[src/rtl/gtm_pkg.sv]
// Register map, fields and reset values of the timer
package gtm_pkg;

    // Register byte offsets
    localparam int ADDR_W = 12;
    localparam logic [11:0] OFF_GLOBAL_CFG = 12'h000;
    localparam logic [11:0] OFF_MODE_A = 12'h004;
    localparam logic [11:0] OFF_MODE_B = 12'h008;
    localparam logic [11:0] OFF_CONTROL = 12'h00C;
    localparam logic [11:0] OFF_IRQ_MASK = 12'h018;
    localparam logic [11:0] OFF_RAW_STATUS = 12'h01C;
    localparam logic [11:0] OFF_MASKED_STATUS = 12'h020;
    localparam logic [11:0] OFF_IRQ_CLEAR = 12'h024;
    localparam logic [11:0] OFF_LOAD_A = 12'h028;
    localparam logic [11:0] OFF_LOAD_B = 12'h02C;
    localparam logic [11:0] OFF_MATCH_A = 12'h030;
    localparam logic [11:0] OFF_MATCH_B = 12'h034;
    localparam logic [11:0] OFF_PRESCALE_A = 12'h038;
    localparam logic [11:0] OFF_PRESCALE_B = 12'h03C;
    localparam logic [11:0] OFF_PRE_MATCH_A = 12'h040;
    localparam logic [11:0] OFF_PRE_MATCH_B = 12'h044;
    localparam logic [11:0] OFF_VALUE_A = 12'h048;
    localparam logic [11:0] OFF_VALUE_B = 12'h04C;
    localparam logic [11:0] OFF_HALF_STEP = 12'h004;

    // Configuration encodings
    localparam logic [2:0] CFG_WIDE = 3'h0;
    localparam logic [2:0] CFG_RTC = 3'h1;
    localparam int CFG_SPLIT_BIT = 2;

    // Mode register fields
    localparam logic [1:0] MODE_ONE_SHOT = 2'h1;
    localparam logic [1:0] MODE_PERIODIC = 2'h2;
    localparam logic [1:0] MODE_CAPTURE = 2'h3;
    localparam int MR_KIND_BIT = 2;
    localparam int MR_ALT_BIT = 3;

    // Control fields; half B is CTL_HALF_STEP bits up
    localparam int CTL_HALF_STEP = 8;
    localparam int CTL_EN = 0;
    localparam int CTL_STALL = 1;
    localparam int CTL_EVT_LO = 2;
    localparam int CTL_RTC_EN = 4;
    localparam int CTL_INV = 6;
    localparam logic [15:0] CTL_WMASK = 16'h4F5F;
    localparam logic [1:0] EVT_RISE = 2'h0;
    localparam logic [1:0] EVT_FALL = 2'h1;
    localparam logic [1:0] EVT_BOTH = 2'h3;

    // Status bits; half B is IRQ_HALF_STEP bits up
    localparam int IRQ_HALF_STEP = 8;
    localparam int IRQ_TIMEOUT = 0;
    localparam int IRQ_CMATCH = 1;
    localparam int IRQ_CEVENT = 2;
    localparam int IRQ_RTC = 3;
    localparam logic [15:0] IRQ_WMASK = 16'h070F;

    // Reset values and the 16-bit half mask
    localparam logic [31:0] LOAD_RST_WIDE = 32'hFFFF_FFFF;
    localparam logic [31:0] LOAD_RST_HALF = 32'h0000_FFFF;
    localparam logic [31:0] HALF_MASK = 32'h0000_FFFF;
    localparam logic [7:0] PRE_RST = 8'h00;

endpackage

[src/rtl/gtm_timer.sv]
// General-purpose timer: 32-bit, real-time clock and split 16-bit modes
//
// Added by the designer: the register offsets and the strobed register port.
`timescale 1ns/10ps

// Functional notes
// Peripheral clock is gated on before use.
// Run-enable is cleared before any setting changes.
// Config 0x0: one 32-bit timer, half A mode field picks behaviour.
// Config 0x1: 32-bit real-time-clock counter.
// Config 0x4: two independent 16-bit timers.
// Mode 0x1 is one-shot, 0x2 periodic.
// One-shot stops at time-out; periodic runs on.
// Setting run-enable starts counting from the load value.
// Time-out sets raw flag; interrupt only if masked in.
// Writing 1 to a clear bit drops raw and masked flags.
// Far side drives a 32.768 kHz reference on a capture pin.
// Real-time clock reloads zero on match, counts on upward.
// Clock match has its own mask and clears itself.
// Prescale stretches the period in 16-bit one-shot and periodic.
// Capture kind 0 with mode 0x3 gives input edge count.
// Capture kind 1 with mode 0x3 gives input edge timing.
// Event-type field picks rising, falling or both edges.
// Edge count stops at match, sets count-match flag.
// Edge timing captures the counter, sets capture-event flag.
// Edge timing runs on; a load write acts next cycle.
// Alternate bit 1, kind 0 and mode 0x2 give PWM.
// PWM runs free; load writes act next cycle; prescaler uses both registers.
// Halves count down 16 bits, plus an 8-bit prescaler.
// One-shot at zero reloads, stops and clears its run-enable.
// PWM rises at load, falls at match, may be inverted.
// Halves run apart, sharing control and interrupt registers.
module gtm_timer (
    input wire logic ref_clk_i, // 10 MHz clock
    input wire logic rst_b_i, // Async reset, active low
    input wire logic [gtm_pkg::ADDR_W-1:0] addr_i, // Register byte address
    input wire logic [31:0] wr_data_i, // Write data
    input wire logic wr_en_i, // Write strobe
    input wire logic rd_en_i, // Read strobe
    input wire logic ccp_a_i, // Capture pin A, also clock reference
    input wire logic ccp_b_i, // Capture pin B
    input wire logic freeze_i, // Debug freeze request
    output logic [31:0] rd_data_o, // Read data, cycle after strobe
    output logic pwm_a_o, // Waveform out, half A
    output logic pwm_b_o, // Waveform out, half B
    output logic irq_o // Masked interrupt
);

    // Software-visible registers
    logic [2:0] cfg_q;
    logic [3:0] mode_q [2];
    logic [15:0] ctl_q;
    logic [15:0] imr_q;
    logic [15:0] ris_q;
    logic [15:0] ris_d;
    logic [31:0] ilr_q [2];
    logic [31:0] match_q [2];
    logic [7:0] pr_q [2];
    logic [7:0] pmr_q [2];
    logic [31:0] rd_q;
    logic irq_q;

    // Per-half results
    logic [31:0] val_w [2];
    logic [3:0] ev_w [2];
    logic [1:0] stop_w;
    logic [1:0] start_w;
    logic [1:0] pwm_w;
    logic rtc_adv_w;

    // Write decodes
    logic wr_cfg;
    logic wr_ctl;
    logic wr_imr;
    logic wr_icr;
    logic [1:0] wr_mode;
    logic [1:0] wr_load;
    logic [1:0] wr_match;
    logic [1:0] wr_pr;
    logic [1:0] wr_pmr;
    logic [15:0] ris_set;
    logic [15:0] ris_clr;
    logic [31:0] rd_mux;

    assign wr_cfg = wr_en_i && addr_i == gtm_pkg::OFF_GLOBAL_CFG;
    assign wr_ctl = wr_en_i && addr_i == gtm_pkg::OFF_CONTROL;
    assign wr_imr = wr_en_i && addr_i == gtm_pkg::OFF_IRQ_MASK;
    assign wr_icr = wr_en_i && addr_i == gtm_pkg::OFF_IRQ_CLEAR;

    // Events, laid out as the status register
    assign ris_set = {4'h0, ev_w[1], 4'h0, ev_w[0]};
    // Clock match flag self-clears at next reference edge
    assign ris_clr = (wr_icr ? wr_data_i[15:0] : 16'h0)
        | {12'h0, rtc_adv_w, 3'h0};
    // Set wins over clear so no event is lost
    assign ris_d = ((ris_q & ~ris_clr) | ris_set) & gtm_pkg::IRQ_WMASK;

    genvar i;
    generate
        for (i = 0; i < 2; i++) begin : g_dec
            localparam logic [11:0] HO = 12'(i) * gtm_pkg::OFF_HALF_STEP;
            assign wr_mode[i] = wr_en_i && addr_i == gtm_pkg::OFF_MODE_A + HO;
            assign wr_load[i] = wr_en_i && addr_i == gtm_pkg::OFF_LOAD_A + HO;
            assign wr_match[i] = wr_en_i && addr_i == gtm_pkg::OFF_MATCH_A + HO;
            assign wr_pr[i] = wr_en_i && addr_i == gtm_pkg::OFF_PRESCALE_A + HO;
            assign wr_pmr[i] = wr_en_i && addr_i == gtm_pkg::OFF_PRE_MATCH_A + HO;
            // Software setting a run-enable bit
            assign start_w[i] = wr_ctl && wr_data_i[i * gtm_pkg::CTL_HALF_STEP + gtm_pkg::CTL_EN]
                && !ctl_q[i * gtm_pkg::CTL_HALF_STEP + gtm_pkg::CTL_EN];
        end
    endgenerate

    // Read selection; unmapped addresses read as zero
    always_comb begin
        case (addr_i)
            gtm_pkg::OFF_GLOBAL_CFG: rd_mux = {29'h0, cfg_q};
            gtm_pkg::OFF_MODE_A: rd_mux = {28'h0, mode_q[0]};
            gtm_pkg::OFF_MODE_B: rd_mux = {28'h0, mode_q[1]};
            gtm_pkg::OFF_CONTROL: rd_mux = {16'h0, ctl_q};
            gtm_pkg::OFF_IRQ_MASK: rd_mux = {16'h0, imr_q};
            gtm_pkg::OFF_RAW_STATUS: rd_mux = {16'h0, ris_q};
            gtm_pkg::OFF_MASKED_STATUS: rd_mux = {16'h0, ris_q & imr_q};
            gtm_pkg::OFF_LOAD_A: rd_mux = ilr_q[0];
            gtm_pkg::OFF_LOAD_B: rd_mux = ilr_q[1];
            gtm_pkg::OFF_MATCH_A: rd_mux = match_q[0];
            gtm_pkg::OFF_MATCH_B: rd_mux = match_q[1];
            gtm_pkg::OFF_PRESCALE_A: rd_mux = {24'h0, pr_q[0]};
            gtm_pkg::OFF_PRESCALE_B: rd_mux = {24'h0, pr_q[1]};
            gtm_pkg::OFF_PRE_MATCH_A: rd_mux = {24'h0, pmr_q[0]};
            gtm_pkg::OFF_PRE_MATCH_B: rd_mux = {24'h0, pmr_q[1]};
            gtm_pkg::OFF_VALUE_A: rd_mux = val_w[0];
            gtm_pkg::OFF_VALUE_B: rd_mux = val_w[1];
            default: rd_mux = 32'h0;
        endcase
    end

    // Shared config, control and interrupt registers
    always_ff @(posedge ref_clk_i or negedge rst_b_i) begin
        if (!rst_b_i) begin
            cfg_q <= gtm_pkg::CFG_WIDE;
            ctl_q <= 16'h0;
            imr_q <= 16'h0;
            ris_q <= 16'h0;
            irq_q <= 1'b0;
            rd_q <= 32'h0;
        end else begin
            if (wr_cfg) begin
                cfg_q <= wr_data_i[2:0];
            end
            if (wr_ctl) begin
                ctl_q <= wr_data_i[15:0] & gtm_pkg::CTL_WMASK;
            end else begin
                // Hardware drops run-enable after one-shot and edge count
                ctl_q[gtm_pkg::CTL_EN] <= ctl_q[gtm_pkg::CTL_EN] & ~stop_w[0];
                ctl_q[gtm_pkg::CTL_HALF_STEP + gtm_pkg::CTL_EN] <=
                    ctl_q[gtm_pkg::CTL_HALF_STEP + gtm_pkg::CTL_EN] & ~stop_w[1];
            end
            if (wr_imr) begin
                imr_q <= wr_data_i[15:0] & gtm_pkg::IRQ_WMASK;
            end
            ris_q <= ris_d;
            irq_q <= |(ris_d & imr_q);
            rd_q <= rd_en_i ? rd_mux : 32'h0;
        end
    end

    // Per-half load, match and prescale registers
    always_ff @(posedge ref_clk_i or negedge rst_b_i) begin
        if (!rst_b_i) begin
            for (int k = 0; k < 2; k++) begin
                mode_q[k] <= 4'h0;
                ilr_q[k] <= (k == 0) ? gtm_pkg::LOAD_RST_WIDE : gtm_pkg::LOAD_RST_HALF;
                match_q[k] <= (k == 0) ? gtm_pkg::LOAD_RST_WIDE : gtm_pkg::LOAD_RST_HALF;
                pr_q[k] <= gtm_pkg::PRE_RST;
                pmr_q[k] <= gtm_pkg::PRE_RST;
            end
        end else begin
            for (int k = 0; k < 2; k++) begin
                // Half B is only ever 16 bits wide
                if (wr_mode[k]) begin
                    mode_q[k] <= wr_data_i[3:0];
                end
                if (wr_load[k]) begin
                    ilr_q[k] <= (k == 0) ? wr_data_i : (wr_data_i & gtm_pkg::HALF_MASK);
                end
                if (wr_match[k]) begin
                    match_q[k] <= (k == 0) ? wr_data_i : (wr_data_i & gtm_pkg::HALF_MASK);
                end
                if (wr_pr[k]) begin
                    pr_q[k] <= wr_data_i[7:0];
                end
                if (wr_pmr[k]) begin
                    pmr_q[k] <= wr_data_i[7:0];
                end
            end
        end
    end

    // Counting logic, one copy per half
    generate
        for (i = 0; i < 2; i++) begin : g_half
            localparam int CB = i * gtm_pkg::CTL_HALF_STEP;
            logic [31:0] cnt_q;
            logic [31:0] cnt_d;
            logic [7:0] pre_q;
            logic [7:0] pre_d;
            logic [15:0] capt_q;
            logic [15:0] capt_d;
            logic [2:0] ccp_s_q;
            logic pwm_lvl_q;
            logic pwm_lvl_d;
            logic pwm_q;
            logic to_ev;
            logic cm_ev;
            logic ce_ev;
            logic rtc_ev;
            logic stop;
            logic ccp_pin;
            logic wide;
            logic rtc;
            logic split;
            logic [1:0] md;
            logic pwm_m;
            logic shot_m;
            logic ecnt_m;
            logic etim_m;
            logic en;
            logic run;
            logic rise;
            logic fall;
            logic edge_ev;
            logic [1:0] evt;
            logic use_pre;
            logic [31:0] cmask;
            logic [31:0] cnt_lo;
            logic [31:0] cnt_dec;
            logic [31:0] load_val;
            logic [31:0] match_val;

            // Mode decode
            assign ccp_pin = (i == 0) ? ccp_a_i : ccp_b_i;
            assign wide = (i == 0) && cfg_q == gtm_pkg::CFG_WIDE;
            assign rtc = (i == 0) && cfg_q == gtm_pkg::CFG_RTC;
            assign split = cfg_q[gtm_pkg::CFG_SPLIT_BIT];
            assign md = mode_q[i][1:0];
            assign pwm_m = split && mode_q[i][gtm_pkg::MR_ALT_BIT] && !mode_q[i][gtm_pkg::MR_KIND_BIT]
                && md == gtm_pkg::MODE_PERIODIC;
            assign shot_m = (wide || split) && !pwm_m
                && (md == gtm_pkg::MODE_ONE_SHOT || md == gtm_pkg::MODE_PERIODIC);
            assign ecnt_m = split && md == gtm_pkg::MODE_CAPTURE && !mode_q[i][gtm_pkg::MR_KIND_BIT];
            assign etim_m = split && md == gtm_pkg::MODE_CAPTURE && mode_q[i][gtm_pkg::MR_KIND_BIT];

            // Clock counter ignores freeze while its CTL_RTC_EN bit is set
            assign en = ctl_q[CB + gtm_pkg::CTL_EN];
            assign run = en && !(freeze_i && ctl_q[CB + gtm_pkg::CTL_STALL]
                && !(rtc && ctl_q[gtm_pkg::CTL_RTC_EN]));

            // Edge selection on the synchronised pin
            assign rise = ccp_s_q[1] && !ccp_s_q[2];
            assign fall = !ccp_s_q[1] && ccp_s_q[2];
            assign evt = ctl_q[CB + gtm_pkg::CTL_EVT_LO +: 2];
            assign edge_ev = (evt == gtm_pkg::EVT_RISE) ? rise : (evt == gtm_pkg::EVT_FALL) ? fall
                : (evt == gtm_pkg::EVT_BOTH) ? (rise || fall) : 1'b0;

            // Counter width: 32 bits whole, 16 bits split
            assign cmask = (wide || rtc) ? gtm_pkg::LOAD_RST_WIDE : gtm_pkg::HALF_MASK;
            assign cnt_lo = cnt_q & cmask;
            assign cnt_dec = (cnt_lo - 32'h1) & cmask;
            assign load_val = ilr_q[i] & cmask;
            assign match_val = match_q[i] & cmask;
            // Prescaler only in split timer and waveform modes
            assign use_pre = split && (shot_m || pwm_m);

            // Next count
            always_comb begin
                cnt_d = cnt_q;
                pre_d = pre_q;
                capt_d = capt_q;
                to_ev = 1'b0;
                cm_ev = 1'b0;
                ce_ev = 1'b0;
                rtc_ev = 1'b0;
                stop = 1'b0;
                if (start_w[i]) begin
                    cnt_d = rtc ? 32'h0 : load_val;
                    pre_d = pr_q[i];
                end else if (wr_load[i] && en && !rtc && !ecnt_m) begin
                    // New interval takes over on the next cycle
                    cnt_d = wr_data_i & cmask;
                    pre_d = pr_q[i];
                end else if (rtc) begin
                    if (run && rise) begin
                        if (cnt_q == match_q[i]) begin
                            cnt_d = 32'h0;
                            rtc_ev = 1'b1;
                        end else begin
                            cnt_d = cnt_q + 32'h1;
                        end
                    end
                end else if (ecnt_m) begin
                    if (run && edge_ev) begin
                        if (cnt_dec == match_val) begin
                            cm_ev = 1'b1;
                            cnt_d = load_val;
                            stop = 1'b1;
                        end else begin
                            cnt_d = cnt_dec;
                        end
                    end
                end else if (etim_m) begin
                    if (run) begin
                        if (edge_ev) begin
                            capt_d = cnt_lo[15:0];
                            ce_ev = 1'b1;
                        end
                        cnt_d = (cnt_lo == 32'h0) ? load_val : cnt_dec;
                    end
                end else if (shot_m || pwm_m) begin
                    if (run) begin
                        if (use_pre && pre_q != 8'h00) begin
                            pre_d = pre_q - 8'h01;
                        end else if (cnt_lo == 32'h0) begin
                            cnt_d = load_val;
                            pre_d = pr_q[i];
                            to_ev = !pwm_m;
                            stop = shot_m && md == gtm_pkg::MODE_ONE_SHOT;
                        end else begin
                            cnt_d = cnt_dec;
                            pre_d = pr_q[i];
                        end
                    end
                end
            end

            // Waveform level, prescaler compared too
            assign pwm_lvl_d = !(pwm_m && en) ? 1'b0
                : (cnt_lo == load_val && pre_q == pr_q[i]) ? 1'b1
                : (cnt_lo == match_val && pre_q == pmr_q[i]) ? 1'b0
                : pwm_lvl_q;

            // Half state
            always_ff @(posedge ref_clk_i or negedge rst_b_i) begin
                if (!rst_b_i) begin
                    cnt_q <= (i == 0) ? gtm_pkg::LOAD_RST_WIDE : gtm_pkg::LOAD_RST_HALF;
                    pre_q <= gtm_pkg::PRE_RST;
                    capt_q <= 16'h0;
                    ccp_s_q <= 3'h0;
                    pwm_lvl_q <= 1'b0;
                    pwm_q <= 1'b0;
                end else begin
                    cnt_q <= cnt_d;
                    pre_q <= pre_d;
                    capt_q <= capt_d;
                    // Pin crosses two flops before edge detection
                    ccp_s_q <= {ccp_s_q[1:0], ccp_pin};
                    pwm_lvl_q <= pwm_lvl_d;
                    pwm_q <= pwm_m && (pwm_lvl_d ^ ctl_q[CB + gtm_pkg::CTL_INV]);
                end
            end

            assign val_w[i] = etim_m ? {16'h0, capt_q} : cnt_lo;
            assign ev_w[i] = {rtc_ev, ce_ev, cm_ev, to_ev};
            assign stop_w[i] = stop;
            assign pwm_w[i] = pwm_q;
        end
    endgenerate

    // Clock match flag drops at the next reference step
    assign rtc_adv_w = g_half[0].rtc && g_half[0].run && g_half[0].rise && !g_half[0].rtc_ev;

    assign rd_data_o = rd_q;
    assign pwm_a_o = pwm_w[0];
    assign pwm_b_o = pwm_w[1];
    assign irq_o = irq_q;

endmodule

[config.mk]
export PLATFORM = sky130hd
export DESIGN_NAME = gtm_timer
export DESIGN_NICKNAME = d
export VERILOG_FILES = /design/src/rtl/gtm_pkg.sv /design/src/rtl/gtm_timer.sv
export SDC_FILE = /design/constraint.sdc
export NUM_CORES = 1
export LEC_CHECK = 0
export BUFFER_PORTS_ARGS = -buffer_cell sky130_fd_sc_hd__buf_2
export CELL_PAD_IN_SITES_DETAIL_PLACEMENT = 2
export CELL_PAD_IN_SITES_GLOBAL_PLACEMENT = 2
export CORE_MARGIN = 5
export CORE_UTILIZATION = 44
export DETAILED_ROUTE_END_ITERATION = 10
export PLACE_DENSITY_LB_ADDON = 0.3
export SLEW_MARGIN = 40
export SYNTH_ARGS = -nofsm -noshare
export SYNTH_HDL_FRONTEND = slang
export SYNTH_SLANG_ARGS = --single-unit
export TNS_END_PERCENT = 10
[constraint.sdc]
create_clock -name ref_clk_i -period 5.5 [get_ports ref_clk_i]
set_input_delay 0.275 -clock ref_clk_i [delete_from_list [all_inputs] [get_ports ref_clk_i]]
set_output_delay 0.275 -clock ref_clk_i [all_outputs]
set_load 0.03 [all_outputs]
Word level (Yosys, flattened, before mapping)
Cells that the tools add are included.
- bitwise gates (word level): 24
- add/sub/neg operators: 5
- mux-type cells: 124
- eq/ne operators: 49
- reductions and logical operators: 117
- operators by type and width (operator ; count):
    $mux 32 ; 18
    $pmux 32 s17 ; 1
    $mux 16 ; 12
    $and 32x32->32 ; 5
    $eq 32x32->1 ; 4
    $mux 8 ; 15
    $eq 12x6->1 const B ; 8
    $mux 1 ; 77
    $logic_and 1x1->1 ; 69
    $logic_not 32->1 ; 2
    $eq 12x7->1 const B ; 4
    $eq 16x16->1 ; 3
    $and 11x11->11 ; 3
    $add 32x1->32 const B ; 1
    $eq 8x8->1 ; 4
    $sub 32x1->32 const B ; 1
    $eq 12x4->1 const B ; 2
    $eq 12x5->1 const B ; 2
    $logic_not 1->1 ; 17
    $reduce_bool 8->1 ; 2
    $reduce_or 16->1 ; 1
    $sub 16x1->16 const B ; 1
    $sub 8x1->8 const B ; 2
    $ne 3x2->1 const B ; 5
    other kinds (27) ; 60
- bits of input ports: 51
- bits in registers: 303
- word-level logic and storage cells: 348

Longest topological paths before layout
- word-level depth: 20
- gate-level depth with buffers: 14

Worst setup path after synthesis
OpenSTA, ideal clock, no wires.
- path kind: reg2reg
- start: reg g_half[0].cnt_q[1]
- end: reg g_half[0].cnt_q[1]
- arrival: 3.633 ns
- path buffers: 3
- setup slack: 1.784 ns
- stages on the path, launching flop included: 15
- library setup time: 0.083 ns
- cell sequence: dfstp_2 > clkbuf_1 > inv_1 > ha_1 > clkbuf_1 > or4b_1 > nor2_1 > a21oi_1 > nor4b_2 > o2111ai_1 > o31a_1 > buf_6 > mux2_4 > a2111oi_4 > nor2_1
- word-level cells in the longest chain between the ends: 12
- elaborated cells between the ends (all ways): 21
- classes of those cells: add/sub (2); eq/ne (2); mux (14); bitwise (2); reduce/logical (1)
- ends and longest elaborated chain (item ; RTL line ; RTL):
    start, declared ; gtm_timer.sv:203 ; logic [31:0] cnt_q;
    start signal, assigned ; gtm_timer.sv:344 ; cnt_q <= (i == 0) ? gtm_pkg::LOAD_RST_WIDE : gtm_pkg::LOAD_RST_HALF;
    start signal, assigned ; gtm_timer.sv:351 ; cnt_q <= cnt_d;
    $and 32x32->32 ; gtm_timer.sv:267 ; assign cnt_lo = cnt_q & cmask;
    $sub 32x1->32 ; gtm_timer.sv:268 ; assign cnt_dec = (cnt_lo - 32'h1) & cmask;
    $and 32x32->32 ; gtm_timer.sv:268 ;
    $mux 32 ; gtm_timer.sv:316, gtm_timer.sv:322 ;
    $mux 32 ; gtm_timer.sv:320 ; if (use_pre && pre_q != 8'h00) begin
    $mux 32 ; gtm_timer.sv:319 ; if (run) begin
    $mux 32 ; gtm_timer.sv:318 ; end else if (shot_m || pwm_m) begin
    $mux 32 ; gtm_timer.sv:310 ; end else if (etim_m) begin
    $mux 32 ; gtm_timer.sv:300 ; end else if (ecnt_m) begin
    $mux 32 (*) ; gtm_timer.sv:291 ; end else if (rtc) begin
    $mux 32 (*) ; gtm_timer.sv:287 ; end else if (wr_load[i] && en && !rtc && !ecnt_m) begin
    $mux 32 (*) ; gtm_timer.sv:284 ; if (start_w[i]) begin
Mark *: on every way between the ends. The rest lies on a longest branch, timed or not. The select of a mux whose other input is x is not followed.
A chain may end at the register's enable or synchronous reset.

Final worst setup path
- start: reg g_half[0].cnt_q[0]
- end: reg g_half[0].cnt_q[13]
Same word-level chain as after synthesis.

==> qor.yml <==
ant_nets: 0
area_growth_pct: 12.3
boundaryPins: 86
dp_hpwl_um: 64300
core-area_um2: 44200
fin_setup_tns_ns: 0
power_density_nw_per_um2: 253
grt_first_pass_wirelength_um: 135000
fmax_mhz: 220
top_usage_layer: "met2"
min_path_type: "in2reg"
syn_inst: 2085
grtUsageMet3: 0.0714
vias: 18700
synthesis.area_um2: 19700
regArea_um2: 7760
drt_wl_total_um: 90700
slowest_delay_ns: 0.65
clock_latency_ns: 0.58
die_area_um2: 49000
ys_warn_count: 0
setup-violations-final: 0
drt_first_pass_iters: 7
cp.arrival_ns: 5.03
vdd_drop_max_uv: 303
grt_pass1_vias: 20000
drc: 0
rsz0062_at_grt: "false"
crit_chain: "inv_1 -> ha_1 -> or4b_1 -> nor2_1 -> o211ai_1 -> xor2_1 -> o221ai_1 -> o31a_1 -> nand4_1 -> o211ai_1"
critPathRequiredTime_ns: 5.99
vias_per_cell: 6.85
p_leak_nw: 9.45
die_h_um: 221
crit_type: "reg2reg"
clk_pin_slew_worst_paths_ns: 0.06
yosysSeqAreaShare: 0.395
fin_crit_sh: 0.827
fillers: 4585
grt_max_degree: 91
synth.avg_cell_area_um2: 9.43
synthArstFlopShare: 1.00
gp_congestion: 0.969
syn_nets: 2155
cts_tree: "done"
fin_skew_ns: 0.0171
grt_remaining_overflow: 0
synth-seq-cells: 303
wl_per_cell_um: 33.3
critPathLaunchType: "register"
row_count: 77
drive_above_1_share: 0.277
synth_area_leaders: "dfrtp_1 (20%), dfstp_2 (19%), mux2_2 (12%)"
clockBufferDepth: 3
htreeDepth: 2
end_kind: "register"
track_usage: 0.357
cts_resized: 0
fin_util: 0.499
antenna_cells: 0
yosysTopAreaCell: "dfrtp_1"
cts-root-buf: "clkbuf_16"
start_util: 0.445
status: "finished, final reports clean"
cp_slowest_cell: "o31a_1"
cp_common_cell: "o211ai_1"
antenna_found_initial: 3
synth_cell_types: 81
io_buffer_count: 85
maxCapViolCount: 0
grtUsageMet1: 0.475
cts.sinks: 303
yosysTopAreaCellShare: 0.202
hold_viol: 0
synth_edf_count: 0
relSlewSlack: 0.376
drtIter0Drc: 1656
fin_crit_ns: 4.55
slew_viol_final: 0
die_w_um: 221
critPathMaxFanout: 11
cts_buffers: 38
met2_usage: 0.572
multi_input_area_um2: 11200
synth_ff_type: "dfrtp_1"
fin_nets: 2172
worst_pin_slew_ns: 0.934
-- placed cells by master, fill, tap and decap left out, types with 8 or more instances in the layout --
cell and instances:
mux2i_1 30, nor4_1 39, clkbuf_16 38, and3_1 14, or3_1 25, clkbuf_1 11, o31ai_1 12, a222oi_1 47
inv_1 32, a211oi_1 11, a22oi_1 23, nand3_1 49, buf_4 33, dfstp_2 144, a221o_1 8, a21oi_1 86
nand2_1 175, dfrtp_1 159, o211ai_1 18, nor3_1 46, dlygate4sd3_1 19, a31oi_1 19, a22o_1 10, nor2b_1 12
ha_1 19, nand4_1 38, a221oi_1 25, o21ai_0 144, nor2_1 147, or2_2 14, a21o_1 13, o22ai_1 8
and4_1 8, xnor2_1 101, buf_2 87, mux2_2 203, xor2_1 101
-- final timing paths --
path / cells after the start / slack [ns] / from / to
hold / removal: 2 / 0.03 / wr_data_i[23] / ilr_q[55]
max in group asynchronous: 4 / 3.87 / rst_b_i / ilr_q[38]
setup / recovery: 10 / 0.95 / g_half[0].cnt_q[0] / g_half[0].cnt_q[13]
setup reg to reg: 10 / 0.95 / g_half[0].cnt_q[0] / g_half[0].cnt_q[13]
min in group asynchronous: 2 / 0.22 / rst_b_i / g_half[1].capt_q[11]
hold reg to reg: 0 / 0.35 / g_half[0].ccp_s_q[0] / g_half[0].ccp_s_q[1]
-- kinds of logic after synthesis --
group	share of synthesized area
adders and majority gates	0.0121
AOI/OAI and AO/OA	0.168
buffers and inverters	0.0396
muxes	0.132
and+or+nand+nor	0.164
xor gates and xnor gates	0.0900
DFF	0.395
-- area by class of cell --
| cell class | count | share of cell area |
|---|---|---|
| clock buffer | 55 | 0.0487 |
| clock inverter | 14 | 0.00720 |
| inverter | 32 | 0.00544 |
| multi-input combinational | 1582 | 0.509 |
| sequential | 303 | 0.352 |
| tap | 592 | 0.0336 |
| timing repair buffer | 145 | 0.0448 |
-- sequential cells by signal (all words and copies together) (netlist names) --
signal,flops
g_half.ccp_s_q,6
irq_o,1
pwm_b_o,1
pmr_q,16
pwm_a_o,1
cfg_q,3
ris_q,7
g_half.md,4
g_half.capt_q,32
ctl_q,11
pr_q,16
g_half.pre_q,16
ilr_q,32
g_half.match_val,16
imr_q,7
rd_data_o,32
g_half.pwm_lvl_q,2
g_half.load_val,16
mode_q,4
match_q,32
g_half.cnt_q,48
-- per-layer routing --
layer,up-vias,part of all wire,routed length (µm)
met5,-,0.00014,13
met4,2,0.046,4210
met3,251,0.076,6900
met2,853,0.46,41600
met1,9849,0.42,38000
li1,7698,-,-
-- per-stage QoR --
stage | setup slack, ns | cells | area [µm²] | hold WS (ns) | power [W]
after floorplan | 1.78 | 2085 | 19700 | -0.0206 | 0.00275
after global placement | 1.19 | 2628 | 20500 | 0.246 | 0.00298
after detailed placement | 1.06 | 2634 | 20600 | 0.255 | 0.00302
after CTS | 1.05 | 2722 | 22000 | 0.000569 | 0.00559
after global routing | 0.693 | 2723 | 22100 | 0.0281 | 0.00575
final | 0.953 | 2723 | 22100 | 0.0298 | 0.00559
-- what timing repair did --
item / in CTS / in global routing
hold buffers: 19 / 0
endpoints found under the hold margin: 83 / 0
buffers inserted: 0 / 0
-- cells in the mapped netlist, drive strengths merged, types with 12 or more instances --
cell type	n
mux2	204
nand2	176
dfrtp	159
nor2	155
o21ai	147
dfstp	144
clkbuf	143
xnor2	101
xor2	101
a21oi	86
nand3	50
nor3	49
a222oi	47
nor4	45
nand4	38
inv	32
mux2i	30
or3	27
a221oi	25
buf	25
a22oi	23
a31oi	20
ha	19
o211ai	18
and3	14
or2	14
a21o	13
nor2b	12
o31ai	12
-- power by group --
| part | leakage, nW | switching [W] | internal [W] |
|---|---|---|---|
| registers | 3.69 | 0.0000868 | 0.00227 |
| logic | 5.17 | 0.000414 | 0.000239 |
| clock network | 0.586 | 0.00111 | 0.00147 |
| total | 9.45 | 0.00161 | 0.00398 |
-- critical path: cells and delay by family, from the launching register on --
kind                     cells  cell delay [ns]
AO/OA/AOI/OAI                4             1.58
XOR/XNOR                     1             0.23
adder cells (fa/ha/maj)      1             0.40
buffers and inverters        1             0.16
flip-flops                   1             0.44
AND/OR/NAND/NOR              3             1.64
Note: power is estimated with default switching activity, not from simulation.
